`src/hdl/bsag_pkg.sv`:
```
/*
 * Shared constants for the clock-recovery gain and gain-limit configuration bank:
 * register offsets, field positions, reset values and the phase enumeration.
 * Assumes a byte-wide register port with six-bit addresses, as the serial port uses.
 */
package bsag_pkg;

   ////////////////////////////////////////////////////////////////////////////////
   // Register map.
   ////////////////////////////////////////////////////////////////////////////////

   // Address width and data width of the register port.
   localparam int unsigned ADDR_W = 6;
   localparam int unsigned DATA_W = 8;

   // Clock-recovery gain and data-rate limit register.
   localparam logic [5:0] CLK_REC_GAIN_CFG_ADDR = 6'h19;
   // Gain cap and amplitude target register.
   localparam logic [5:0] GAIN_LIMIT_TGT_CFG_ADDR = 6'h1a;

   // Value returned for an address that holds no register here.
   localparam logic [7:0] UNMAPPED_RDATA = 8'h00;

   ////////////////////////////////////////////////////////////////////////////////
   // Field positions (low bit of each field).
   ////////////////////////////////////////////////////////////////////////////////

   localparam int unsigned PRE_KI_LSB   = 6;
   localparam int unsigned PRE_KP_LSB   = 4;
   localparam int unsigned POST_KI_BIT  = 3;
   localparam int unsigned POST_KP_BIT  = 2;
   localparam int unsigned SAT_LSB      = 0;
   localparam int unsigned DIGITAL_VGA_CAP_LSB = 6;
   localparam int unsigned FAMP_CAP_LSB = 3;
   localparam int unsigned AMP_TGT_LSB  = 0;

   ////////////////////////////////////////////////////////////////////////////////
   // Field reset values.
   ////////////////////////////////////////////////////////////////////////////////

   localparam logic [1:0] PRE_KI_RST   = 2'h1;
   localparam logic [1:0] PRE_KP_RST   = 2'h2;
   localparam logic       POST_KI_RST  = 1'b1;
   localparam logic       POST_KP_RST  = 1'b1;
   localparam logic [1:0] SAT_RST      = 2'h0;
   localparam logic [1:0] DIGITAL_VGA_CAP_RST = 2'h0;
   localparam logic [2:0] FAMP_CAP_RST = 3'h0;
   localparam logic [2:0] AMP_TGT_RST  = 3'h3;

   ////////////////////////////////////////////////////////////////////////////////
   // Gain control ranges.
   ////////////////////////////////////////////////////////////////////////////////

   // Highest index of the digital VGA gain steps available to gain control.
   localparam logic [2:0] DIGITAL_VGA_TOP_SETTING = 3'h7;

   // Reception phase as seen by the clock-recovery loop.
   typedef enum logic [1:0] {
      PH_IDLE,
      PH_PRE_SYNC,
      PH_POST_SYNC
   } bsag_phase_t;

endpackage

```
`src/hdl/bsag_loop_gain.sv`:
```
/*
 * Clock-recovery loop gain selector.
 * Turns the latched gain fields and the sync state into the integral and
 * proportional multipliers used by the loop. Assumes all inputs are on one clock.
 */
`timescale 1ns/1ps
module bsag_loop_gain (
   input  wire logic [1:0] i_pre_ki,     // Pre-sync integral gain code.
   input  wire logic [1:0] i_pre_kp,     // Pre-sync proportional gain code.
   input  wire logic       i_post_ki,    // Post-sync integral gain select.
   input  wire logic       i_post_kp,    // Post-sync proportional gain select.
   input  wire logic       i_post_sync,  // High once a sync word has been seen.
   output logic      [3:0] o_ki_halves,  // Integral gain in halves of the base gain.
   output logic      [2:0] o_kp_mult     // Proportional gain in multiples of base gain.
);

   ////////////////////////////////////////////////////////////////////////////////
   // Pre-sync gains.
   ////////////////////////////////////////////////////////////////////////////////

   logic [3:0] pre_ki_halves;  // Codes 0..3 give 1..4 times base, held in halves.
   logic [2:0] pre_kp_mult;    // Codes 0..3 give 1..4 times base.

   assign pre_ki_halves = {1'b0, i_pre_ki, 1'b0} + 4'h2;
   assign pre_kp_mult = {1'b0, i_pre_kp} + 3'h1;

   ////////////////////////////////////////////////////////////////////////////////
   // Phase-dependent selection.
   ////////////////////////////////////////////////////////////////////////////////

   // Picks the gain pair that applies in the current phase.
   always_comb begin
      o_ki_halves = pre_ki_halves;
      o_kp_mult   = pre_kp_mult;
      if (i_post_sync) begin
         if (i_post_ki) begin
            o_ki_halves = 4'h1;
         end
         if (i_post_kp) begin
            o_kp_mult = 3'h1;
         end
      end
   end

endmodule

```
`src/hdl/bsag_config_top.sv`:
```
/*
 * Clock-recovery gain and gain-limit configuration bank.
 * Holds the two byte registers, latches them at each reception start and drives
 * the effective loop gains, data-rate limit, gain caps and amplitude target.
 * Assumes the register port and the reception events come from logic on the
 * same 100 MHz clock, so no synchronisers are placed on them.
 */
`timescale 1ns/1ps
module bsag_config_top (
   input  wire logic       i_sys_clk,        // System clock, 100 MHz.
   input  wire logic       i_rst_n,          // Asynchronous reset, active low.
   input  wire logic [5:0] i_reg_addr,       // Register address.
   input  wire logic       i_reg_wr,         // Write strobe, one cycle.
   input  wire logic [7:0] i_reg_wdata,      // Write data.
   input  wire logic       i_reg_rd,         // Read strobe, one cycle.
   output logic      [7:0] o_reg_rdata,      // Read data, valid the cycle after i_reg_rd.
   input  wire logic       i_rx_start,       // Reception start pulse.
   input  wire logic       i_rx_end,         // Reception end pulse.
   input  wire logic       i_sync_det,       // Sync word detected pulse.
   output logic            o_post_sync,      // High while post-sync gains apply.
   output logic      [3:0] o_ki_halves,      // Integral gain in halves of base.
   output logic      [2:0] o_kp_mult,        // Proportional gain in multiples of base.
   output logic      [2:0] o_rate_limit,     // Data-rate limit in 1/32 steps, 0 = none.
   output logic      [2:0] o_digital_vga_max,       // Highest digital VGA setting allowed.
   output logic      [7:0] o_famp_atten_dd,  // Front amplifier cap in tenths of dB.
   output logic      [5:0] o_amp_target_db   // Amplitude target in dB.
);

   ////////////////////////////////////////////////////////////////////////////////
   // Decode functions.
   ////////////////////////////////////////////////////////////////////////////////

   // Data-rate limit in 1/32 of the rate: codes give 0, 1, 2 and 4 steps.
   function automatic logic [2:0] rate_limit_steps(input logic [1:0] code);
      logic [2:0] steps;
      steps = 3'h0;
      case (code)
         2'h1: begin
            steps = 3'h1;
         end
         2'h2: begin
            steps = 3'h2;
         end
         2'h3: begin
            steps = 3'h4;
         end
         default: begin
            steps = 3'h0;
         end
      endcase
      return steps;
   endfunction

   // Front amplifier cap below maximum gain, in tenths of a dB.
   function automatic logic [7:0] famp_atten(input logic [2:0] code);
      logic [7:0] dd;
      dd = 8'h00;
      case (code)
         3'h1: begin
            dd = 8'h1a;  // 2.6 dB.
         end
         3'h2: begin
            dd = 8'h3d;  // 6.1 dB.
         end
         3'h3: begin
            dd = 8'h4a;  // 7.4 dB.
         end
         3'h4: begin
            dd = 8'h5c;  // 9.2 dB.
         end
         3'h5: begin
            dd = 8'h73;  // 11.5 dB.
         end
         3'h6: begin
            dd = 8'h92;  // 14.6 dB.
         end
         3'h7: begin
            dd = 8'hab;  // 17.1 dB.
         end
         default: begin
            dd = 8'h00;  // Maximum possible gain.
         end
      endcase
      return dd;
   endfunction

   // Averaged channel-filter amplitude target in dB.
   function automatic logic [5:0] amp_target_db(input logic [2:0] code);
      logic [5:0] db;
      db = 6'h18;
      case (code)
         3'h1: begin
            db = 6'h1b;  // 27 dB.
         end
         3'h2: begin
            db = 6'h1e;  // 30 dB.
         end
         3'h3: begin
            db = 6'h21;  // 33 dB.
         end
         3'h4: begin
            db = 6'h24;  // 36 dB.
         end
         3'h5: begin
            db = 6'h26;  // 38 dB.
         end
         3'h6: begin
            db = 6'h28;  // 40 dB.
         end
         3'h7: begin
            db = 6'h2a;  // 42 dB.
         end
         default: begin
            db = 6'h18;  // 24 dB.
         end
      endcase
      return db;
   endfunction

   ////////////////////////////////////////////////////////////////////////////////
   // Software-visible registers.
   ////////////////////////////////////////////////////////////////////////////////

   localparam logic [7:0] CRG_RST = {bsag_pkg::PRE_KI_RST, bsag_pkg::PRE_KP_RST,
                                     bsag_pkg::POST_KI_RST, bsag_pkg::POST_KP_RST,
                                     bsag_pkg::SAT_RST};
   localparam logic [7:0] GLT_RST = {bsag_pkg::DIGITAL_VGA_CAP_RST, bsag_pkg::FAMP_CAP_RST,
                                     bsag_pkg::AMP_TGT_RST};

   logic [7:0] crg_cfg_q;    // Clock-recovery gain register as written.
   logic [7:0] glt_cfg_q;    // Gain limit and target register as written.
   logic [7:0] crg_act_q;    // Copy in force for the current reception.
   logic [7:0] glt_act_q;    // Copy in force for the current reception.
   logic [7:0] rdata_q;      // Read data register.

   // Writes are accepted in any cycle; this block updates only the software copies.
   always_ff @(posedge i_sys_clk or negedge i_rst_n) begin
      if (!i_rst_n) begin
         crg_cfg_q <= CRG_RST;
         glt_cfg_q <= GLT_RST;
      end else if (i_reg_wr) begin
         if (i_reg_addr == bsag_pkg::CLK_REC_GAIN_CFG_ADDR) begin
            crg_cfg_q <= i_reg_wdata;
         end else if (i_reg_addr == bsag_pkg::GAIN_LIMIT_TGT_CFG_ADDR) begin
            glt_cfg_q <= i_reg_wdata;
         end
      end
   end

   // Read data comes back one cycle after the strobe; other addresses read zero.
   always_ff @(posedge i_sys_clk or negedge i_rst_n) begin
      if (!i_rst_n) begin
         rdata_q <= 8'h00;
      end else if (i_reg_rd) begin
         case (i_reg_addr)
            bsag_pkg::CLK_REC_GAIN_CFG_ADDR: begin
               rdata_q <= crg_cfg_q;
            end
            bsag_pkg::GAIN_LIMIT_TGT_CFG_ADDR: begin
               rdata_q <= glt_cfg_q;
            end
            default: begin
               rdata_q <= bsag_pkg::UNMAPPED_RDATA;
            end
         endcase
      end
   end

   assign o_reg_rdata = rdata_q;

   ////////////////////////////////////////////////////////////////////////////////
   // Copies in force, loaded at reception start.
   ////////////////////////////////////////////////////////////////////////////////

   // A mid-reception write must not disturb the running loops, so the copies move
   // only on a reception start. A write in that same cycle is taken too.
   always_ff @(posedge i_sys_clk or negedge i_rst_n) begin
      if (!i_rst_n) begin
         crg_act_q <= CRG_RST;
         glt_act_q <= GLT_RST;
      end else if (i_rx_start) begin
         if (i_reg_wr && i_reg_addr == bsag_pkg::CLK_REC_GAIN_CFG_ADDR) begin
            crg_act_q <= i_reg_wdata;
         end else begin
            crg_act_q <= crg_cfg_q;
         end
         if (i_reg_wr && i_reg_addr == bsag_pkg::GAIN_LIMIT_TGT_CFG_ADDR) begin
            glt_act_q <= i_reg_wdata;
         end else begin
            glt_act_q <= glt_cfg_q;
         end
      end
   end

   ////////////////////////////////////////////////////////////////////////////////
   // Reception phase.
   ////////////////////////////////////////////////////////////////////////////////

   bsag_pkg::bsag_phase_t phase_q;  // Current reception phase.

   // Tracks idle, before sync and after sync. A sync detect in the start cycle
   // wins, so the event is not lost.
   always_ff @(posedge i_sys_clk or negedge i_rst_n) begin
      if (!i_rst_n) begin
         phase_q <= bsag_pkg::PH_IDLE;
      end else begin
         case (phase_q)
            bsag_pkg::PH_IDLE: begin
               if (i_rx_start && i_sync_det) begin
                  phase_q <= bsag_pkg::PH_POST_SYNC;
               end else if (i_rx_start) begin
                  phase_q <= bsag_pkg::PH_PRE_SYNC;
               end
            end
            bsag_pkg::PH_PRE_SYNC: begin
               if (i_sync_det) begin
                  phase_q <= bsag_pkg::PH_POST_SYNC;
               end else if (i_rx_end) begin
                  phase_q <= bsag_pkg::PH_IDLE;
               end
            end
            bsag_pkg::PH_POST_SYNC: begin
               // A new start without an end begins a fresh search.
               if (i_rx_start && !i_sync_det) begin
                  phase_q <= bsag_pkg::PH_PRE_SYNC;
               end else if (i_rx_end && !i_rx_start) begin
                  phase_q <= bsag_pkg::PH_IDLE;
               end
            end
            default: begin
               phase_q <= bsag_pkg::PH_IDLE;
            end
         endcase
      end
   end

   assign o_post_sync = (phase_q == bsag_pkg::PH_POST_SYNC);

   ////////////////////////////////////////////////////////////////////////////////
   // Effective settings.
   ////////////////////////////////////////////////////////////////////////////////

   // Loop gain selection from the copies in force.
   bsag_loop_gain u_loop_gain (
      .i_pre_ki    (crg_act_q[bsag_pkg::PRE_KI_LSB +: 2]),
      .i_pre_kp    (crg_act_q[bsag_pkg::PRE_KP_LSB +: 2]),
      .i_post_ki   (crg_act_q[bsag_pkg::POST_KI_BIT]),
      .i_post_kp   (crg_act_q[bsag_pkg::POST_KP_BIT]),
      .i_post_sync (o_post_sync),
      .o_ki_halves (o_ki_halves),
      .o_kp_mult   (o_kp_mult)
   );

   assign o_rate_limit = rate_limit_steps(crg_act_q[bsag_pkg::SAT_LSB +: 2]);

   assign o_digital_vga_max = bsag_pkg::DIGITAL_VGA_TOP_SETTING
                       - {1'b0, glt_act_q[bsag_pkg::DIGITAL_VGA_CAP_LSB +: 2]};

   assign o_famp_atten_dd = famp_atten(glt_act_q[bsag_pkg::FAMP_CAP_LSB +: 3]);

   assign o_amp_target_db = amp_target_db(glt_act_q[bsag_pkg::AMP_TGT_LSB +: 3]);

endmodule

```
`config.mk`:
```
export PLATFORM = sky130hd
export DESIGN_NAME = bsag_config_top
export DESIGN_NICKNAME = d
export VERILOG_FILES = /design/src/hdl/bsag_pkg.sv /design/src/hdl/bsag_loop_gain.sv /design/src/hdl/bsag_config_top.sv
export SDC_FILE = /design/constraint.sdc
export NUM_CORES = 1
export LEC_CHECK = 0
export ABC_AREA = 1
export BUFFER_PORTS_ARGS = -buffer_cell sky130_fd_sc_hd__buf_2
export CAP_MARGIN = 20
export CORE_MARGIN = 5
export CORE_UTILIZATION = 50
export CTS_BUF_LIST = sky130_fd_sc_hd__clkbuf_2
export CTS_CLUSTER_DIAMETER = 40
export DETAILED_ROUTE_END_ITERATION = 7
export GPL_TIMING_DRIVEN = 1
export PLACE_DENSITY = 0.82
export RECOVER_POWER = 100
export SYNTH_ARGS = -nofsm -noshare
export SYNTH_HDL_FRONTEND = slang
export SYNTH_SLANG_ARGS = --single-unit
```
`constraint.sdc`:
```
create_clock -name i_sys_clk -period 1.9 [get_ports i_sys_clk]
set_input_delay 0.285 -clock i_sys_clk [delete_from_list [all_inputs] [get_ports i_sys_clk]]
set_output_delay 0.285 -clock i_sys_clk [all_outputs]
set_load 0.005 [all_outputs]
```
==> metrics.md <==
| Metric | Value |
|---|---|
| Most crowded layer after global routing | `met2` |
| Die Span Y | `77.3 µm` |
| Antenna violations before repair | `0` |
| Hold endpoint | `o_reg_rdata[4]$_DFFE_PN0P_` |
| R2R setup slack | `0.96 ns` |
| Worst min path class | `in2reg` |
| Die area | `0.00598 mm²` |
| Status | `completed` |
| Worst Tran Pin Value | `1.02 ns` |
| Cell variety after synth | `23` |
| Setup WS pre-CTS | `0.371 ns` |
| Synth area leader | `dfrtp_1` |
| Setup TNS | `0 ns` |
| Antenna Cells | `0` |
| Mapped cell area | `0.00227 mm²` |
| P_int | `0.00126 W` |
| Total CTS buffers | `5` |
| Crit path max fanout | `3` |
| Max-slew headroom | `32.2%` |
| Met2 Usage GRT | `27.9%` |
| Clk pwr share | `21.3%` |
| Worst vdd ir | `about 330 µV` |
| Psw | `0.000582 W` |
| Number of synthesized flops with an enable pin | `0` |
| Final setup vio count | `0` |
| CTS tree | `yes` |
| Clk slew on worst S/H paths | `approximately 0.21 ns` |
| Iteration count of the initial detailed-routing pass | `5` |
| GRT overflow | `0` |
| Nets | `~370` |
| Routability Congestion | `0.867` |
| Sequential area share after synthesis | `47.0%` |
| Worst-Skew Late Latency | `0.42 ns` |
| #FFs+latches synth | `42` |
| Hold Path Origin | `i_reg_rd` |
| Root buf cell | `clkbuf_2` |
| Die width | `about 77 µm` |
| P_leak | `1.48 nW` |
| Syn_area_per_cell | `7.58 µm²` |
| First-pass GRT wire length | `around 8.6 mm` |
| Initial Utilization | `51.7%` |
| Flop pwr share | `between 50% and 60%` |
| Post-DP HPWL | `3.57 mm` |
| Ports | `57` |
| H-Tree Depth | `2` |
| Post-Route WL | `about 5.0 mm` |
| Max clock buf depth | `2` |
| Number of global-route vias before repair | `1920` |
| Crit path time final | `1.73 ns` |
| IO Port Bufs | `55` |
| FILL cells | `444` |
| Setup crit start kind | `register` |
| Fin crit share | `about nine tenths` |
| DR vias | `1983` |
| Worst path required time | `1.62 ns` |
| Cells after Synth | `299` |
| Worst hold path cell count | `3` |
| Yosys warnings | `0` |
| Reg-to-reg endpoint | `o_reg_rdata[2]$_DFFE_PN0P_` |
| Slew Viols, Final | `0` |
| R2R cell count | `4` |
| Worst clock skew | `0.0227 ns` |
| Met1 usage | `23.7%` |
| Crit path kind | `reg2out` |
| WL/cell | `12.4 µm` |
| Largest net degree at the start of global routing | `43` |
| Antenna violation net count after detailed routing | `0` |
| Post-synth top flop | `dfrtp_1` |
| Net Count, Synth | `322` |
| Power Density | `~720 mW/mm²` |
| Area share of the largest cell type after synthesis | `33.1%` |
| Met3 Use GR | `4.45%` |
| GRT Util Overall | `17.4%` |
| Sw frac | `31.6%` |
| Max Cap Violations | `0` |
| Final number of hold-violating endpoints | `0` |
| Commonest non-fill, non-tap cell in the layout | `nand2_1` |
| Critical R2R Launch | `crg_cfg_q[2]$_DFFE_PN1P_` |
| Post-CTS setup repair buffer count | `0` |
| CORE AREA | `approximately 0.0044 mm²` |
| CTS Sinks | `42` |
| Rows | `24` |
| Peak Freq | `577 MHz` |
| Vias per cell | `4.92` |
| Post-route DRC | `0` |
| Final setup margin | `0.168 ns` |
| Commonest non-fill, non-tap cells in the layout | `98 x nand2_1, 48 x inv_1, 38 x buf_2` |
| P&R area growth vs syn | `12.7%` |
| Logic pwr share | `roughly a fifth` |
| Crit. End Element | `output pin` |
| Ranking of synthesized cells by area | `dfrtp_1 33%, nand2_1 16%, dfstp_2 14%, inv_1 7.8%, nand3_1 7.1%` |
| Share of cells above drive strength 1 | `19.1%` |
| Starting DRC count in detailed routing | `116` |
| Async SR Flop Fraction | `between 90% and 100%` |
| RSZ-0062 raised after global routing | `no` |
| Arr. time, crit path | `around 1.5 ns` |
worst max-delay path, cell delays in order, from the launching register on:
cell	delay [ns]
dfstp_1	0.59
ha_1	0.24
nand2_1	0.06
inv_1	0.03
buf_2	0.11
per-stage QoR:
| step | hold WS [ns] | utilization (%) | std cells | cell area, µm² | total power [W] |
|---|---|---|---|---|---|
| 2_1_floorplan | -0.0106 | - | 299 | 2270 | 0.00132 |
| 3_3_place_gp | 0.375 | 57.8 | 394 | 2530 | 0.00146 |
| 3_5_place_dp | 0.382 | 57.8 | 394 | 2530 | 0.00148 |
| 4_1_cts | 0.128 | 58.9 | 403 | 2580 | 0.00186 |
| 5_1_grt | 0.130 | 58.2 | 403 | 2550 | 0.00196 |
| 6_report | 0.130 | 58.2 | 403 | 2550 | 0.00184 |
power groups by stage:
stage               Sequential (W)  Combinational (W)  Clock (W)
floorplan                  0.00106           0.000263          0
global placement           0.00107           0.000392          0
detailed placement         0.00107           0.000402          0
CTS                        0.00106           0.000407   0.000398
global route               0.00107           0.000457   0.000431
finish                     0.00106           0.000391   0.000394
cells in the mapped netlist (4+ instances only):
| cell type | instances |
|---|---|
| nand3_1 | 32 |
| nand2_1 | 98 |
| inv_1 | 47 |
| o21ai_0 | 6 |
| a21oi_1 | 4 |
| and2_1 | 16 |
| buf_2 | 4 |
| nand4_1 | 17 |
| dfrtp_1 | 30 |
| dfstp_2 | 12 |
| nor2_1 | 9 |
| buf_4 | 4 |
metal layers:
layer	vias up	wire [µm]	part of all wire, %
met3	7	357	7.1
met2	70	2260	45
met5	-	0	0
met1	885	2340	47
li1	1021	-	-
met4	0	42	0.84
cell families (layout without fill, tap and decap cells):
kind of cell             count (synthesis)  after routing  share of synthesized area (%)
AND/OR/NAND/NOR                        177            177                           36.3
adder cells (fa/ha/maj)                  2              2                           1.10
XOR/XNOR                                 1              1                          0.387
flip-flops                              42             42                           47.0
buffers and inverters                   64            116                           12.1
AO/OA/AOI/OAI                           12             12                           2.87
other                                    1              1                          0.165
registers in the layout, summed over array words and instances (netlist names):
register / cells
glt_cfg_q: 8
crg_cfg_q: 8
phase_q: 2
crg_act_q: 8
glt_act_q: 8
o_reg_rdata: 8
worst max path at each step:
| stage | from | end | depth (start not counted) |
|---|---|---|---|
| 2_1_floorplan | glt_act_q[3]$_DFFE_PN0P_ | o_famp_atten_dd[5] | 4 |
| 3_3_place_gp | i_reg_addr[5] | o_reg_rdata[2]$_DFFE_PN0P_ | 9 |
| 3_5_place_dp | i_reg_addr[5] | o_reg_rdata[2]$_DFFE_PN0P_ | 9 |
| 4_1_cts | phase_q[0]$_DFFE_PN0P_ | o_ki_halves[1] | 5 |
| 5_1_grt | crg_act_q[6]$_DFFE_PN1P_ | o_ki_halves[2] | 4 |
| 6_report | crg_act_q[6]$_DFFE_PN1P_ | o_ki_halves[2] | 4 |
what timing repair did:
item	CTS	global route
hold buffers	1	0
setup endpoints to repair	0	2
hold endpoints to repair	30	0
gates resized for setup	0	1
area by class of cell:
type / instances / area, µm² / share of cell area, %
flip-flops and latches: 42 / 1070 / 41.7
multi-input cells: 193 / 917 / 35.9
repair buffers: 58 / 278 / 10.9
inverters: 50 / 188 / 7.35
well taps: 52 / 65.1 / 2.55
clock buffers: 8 / 40.0 / 1.57
No activity file was read; power rests on OpenSTA's default activity.
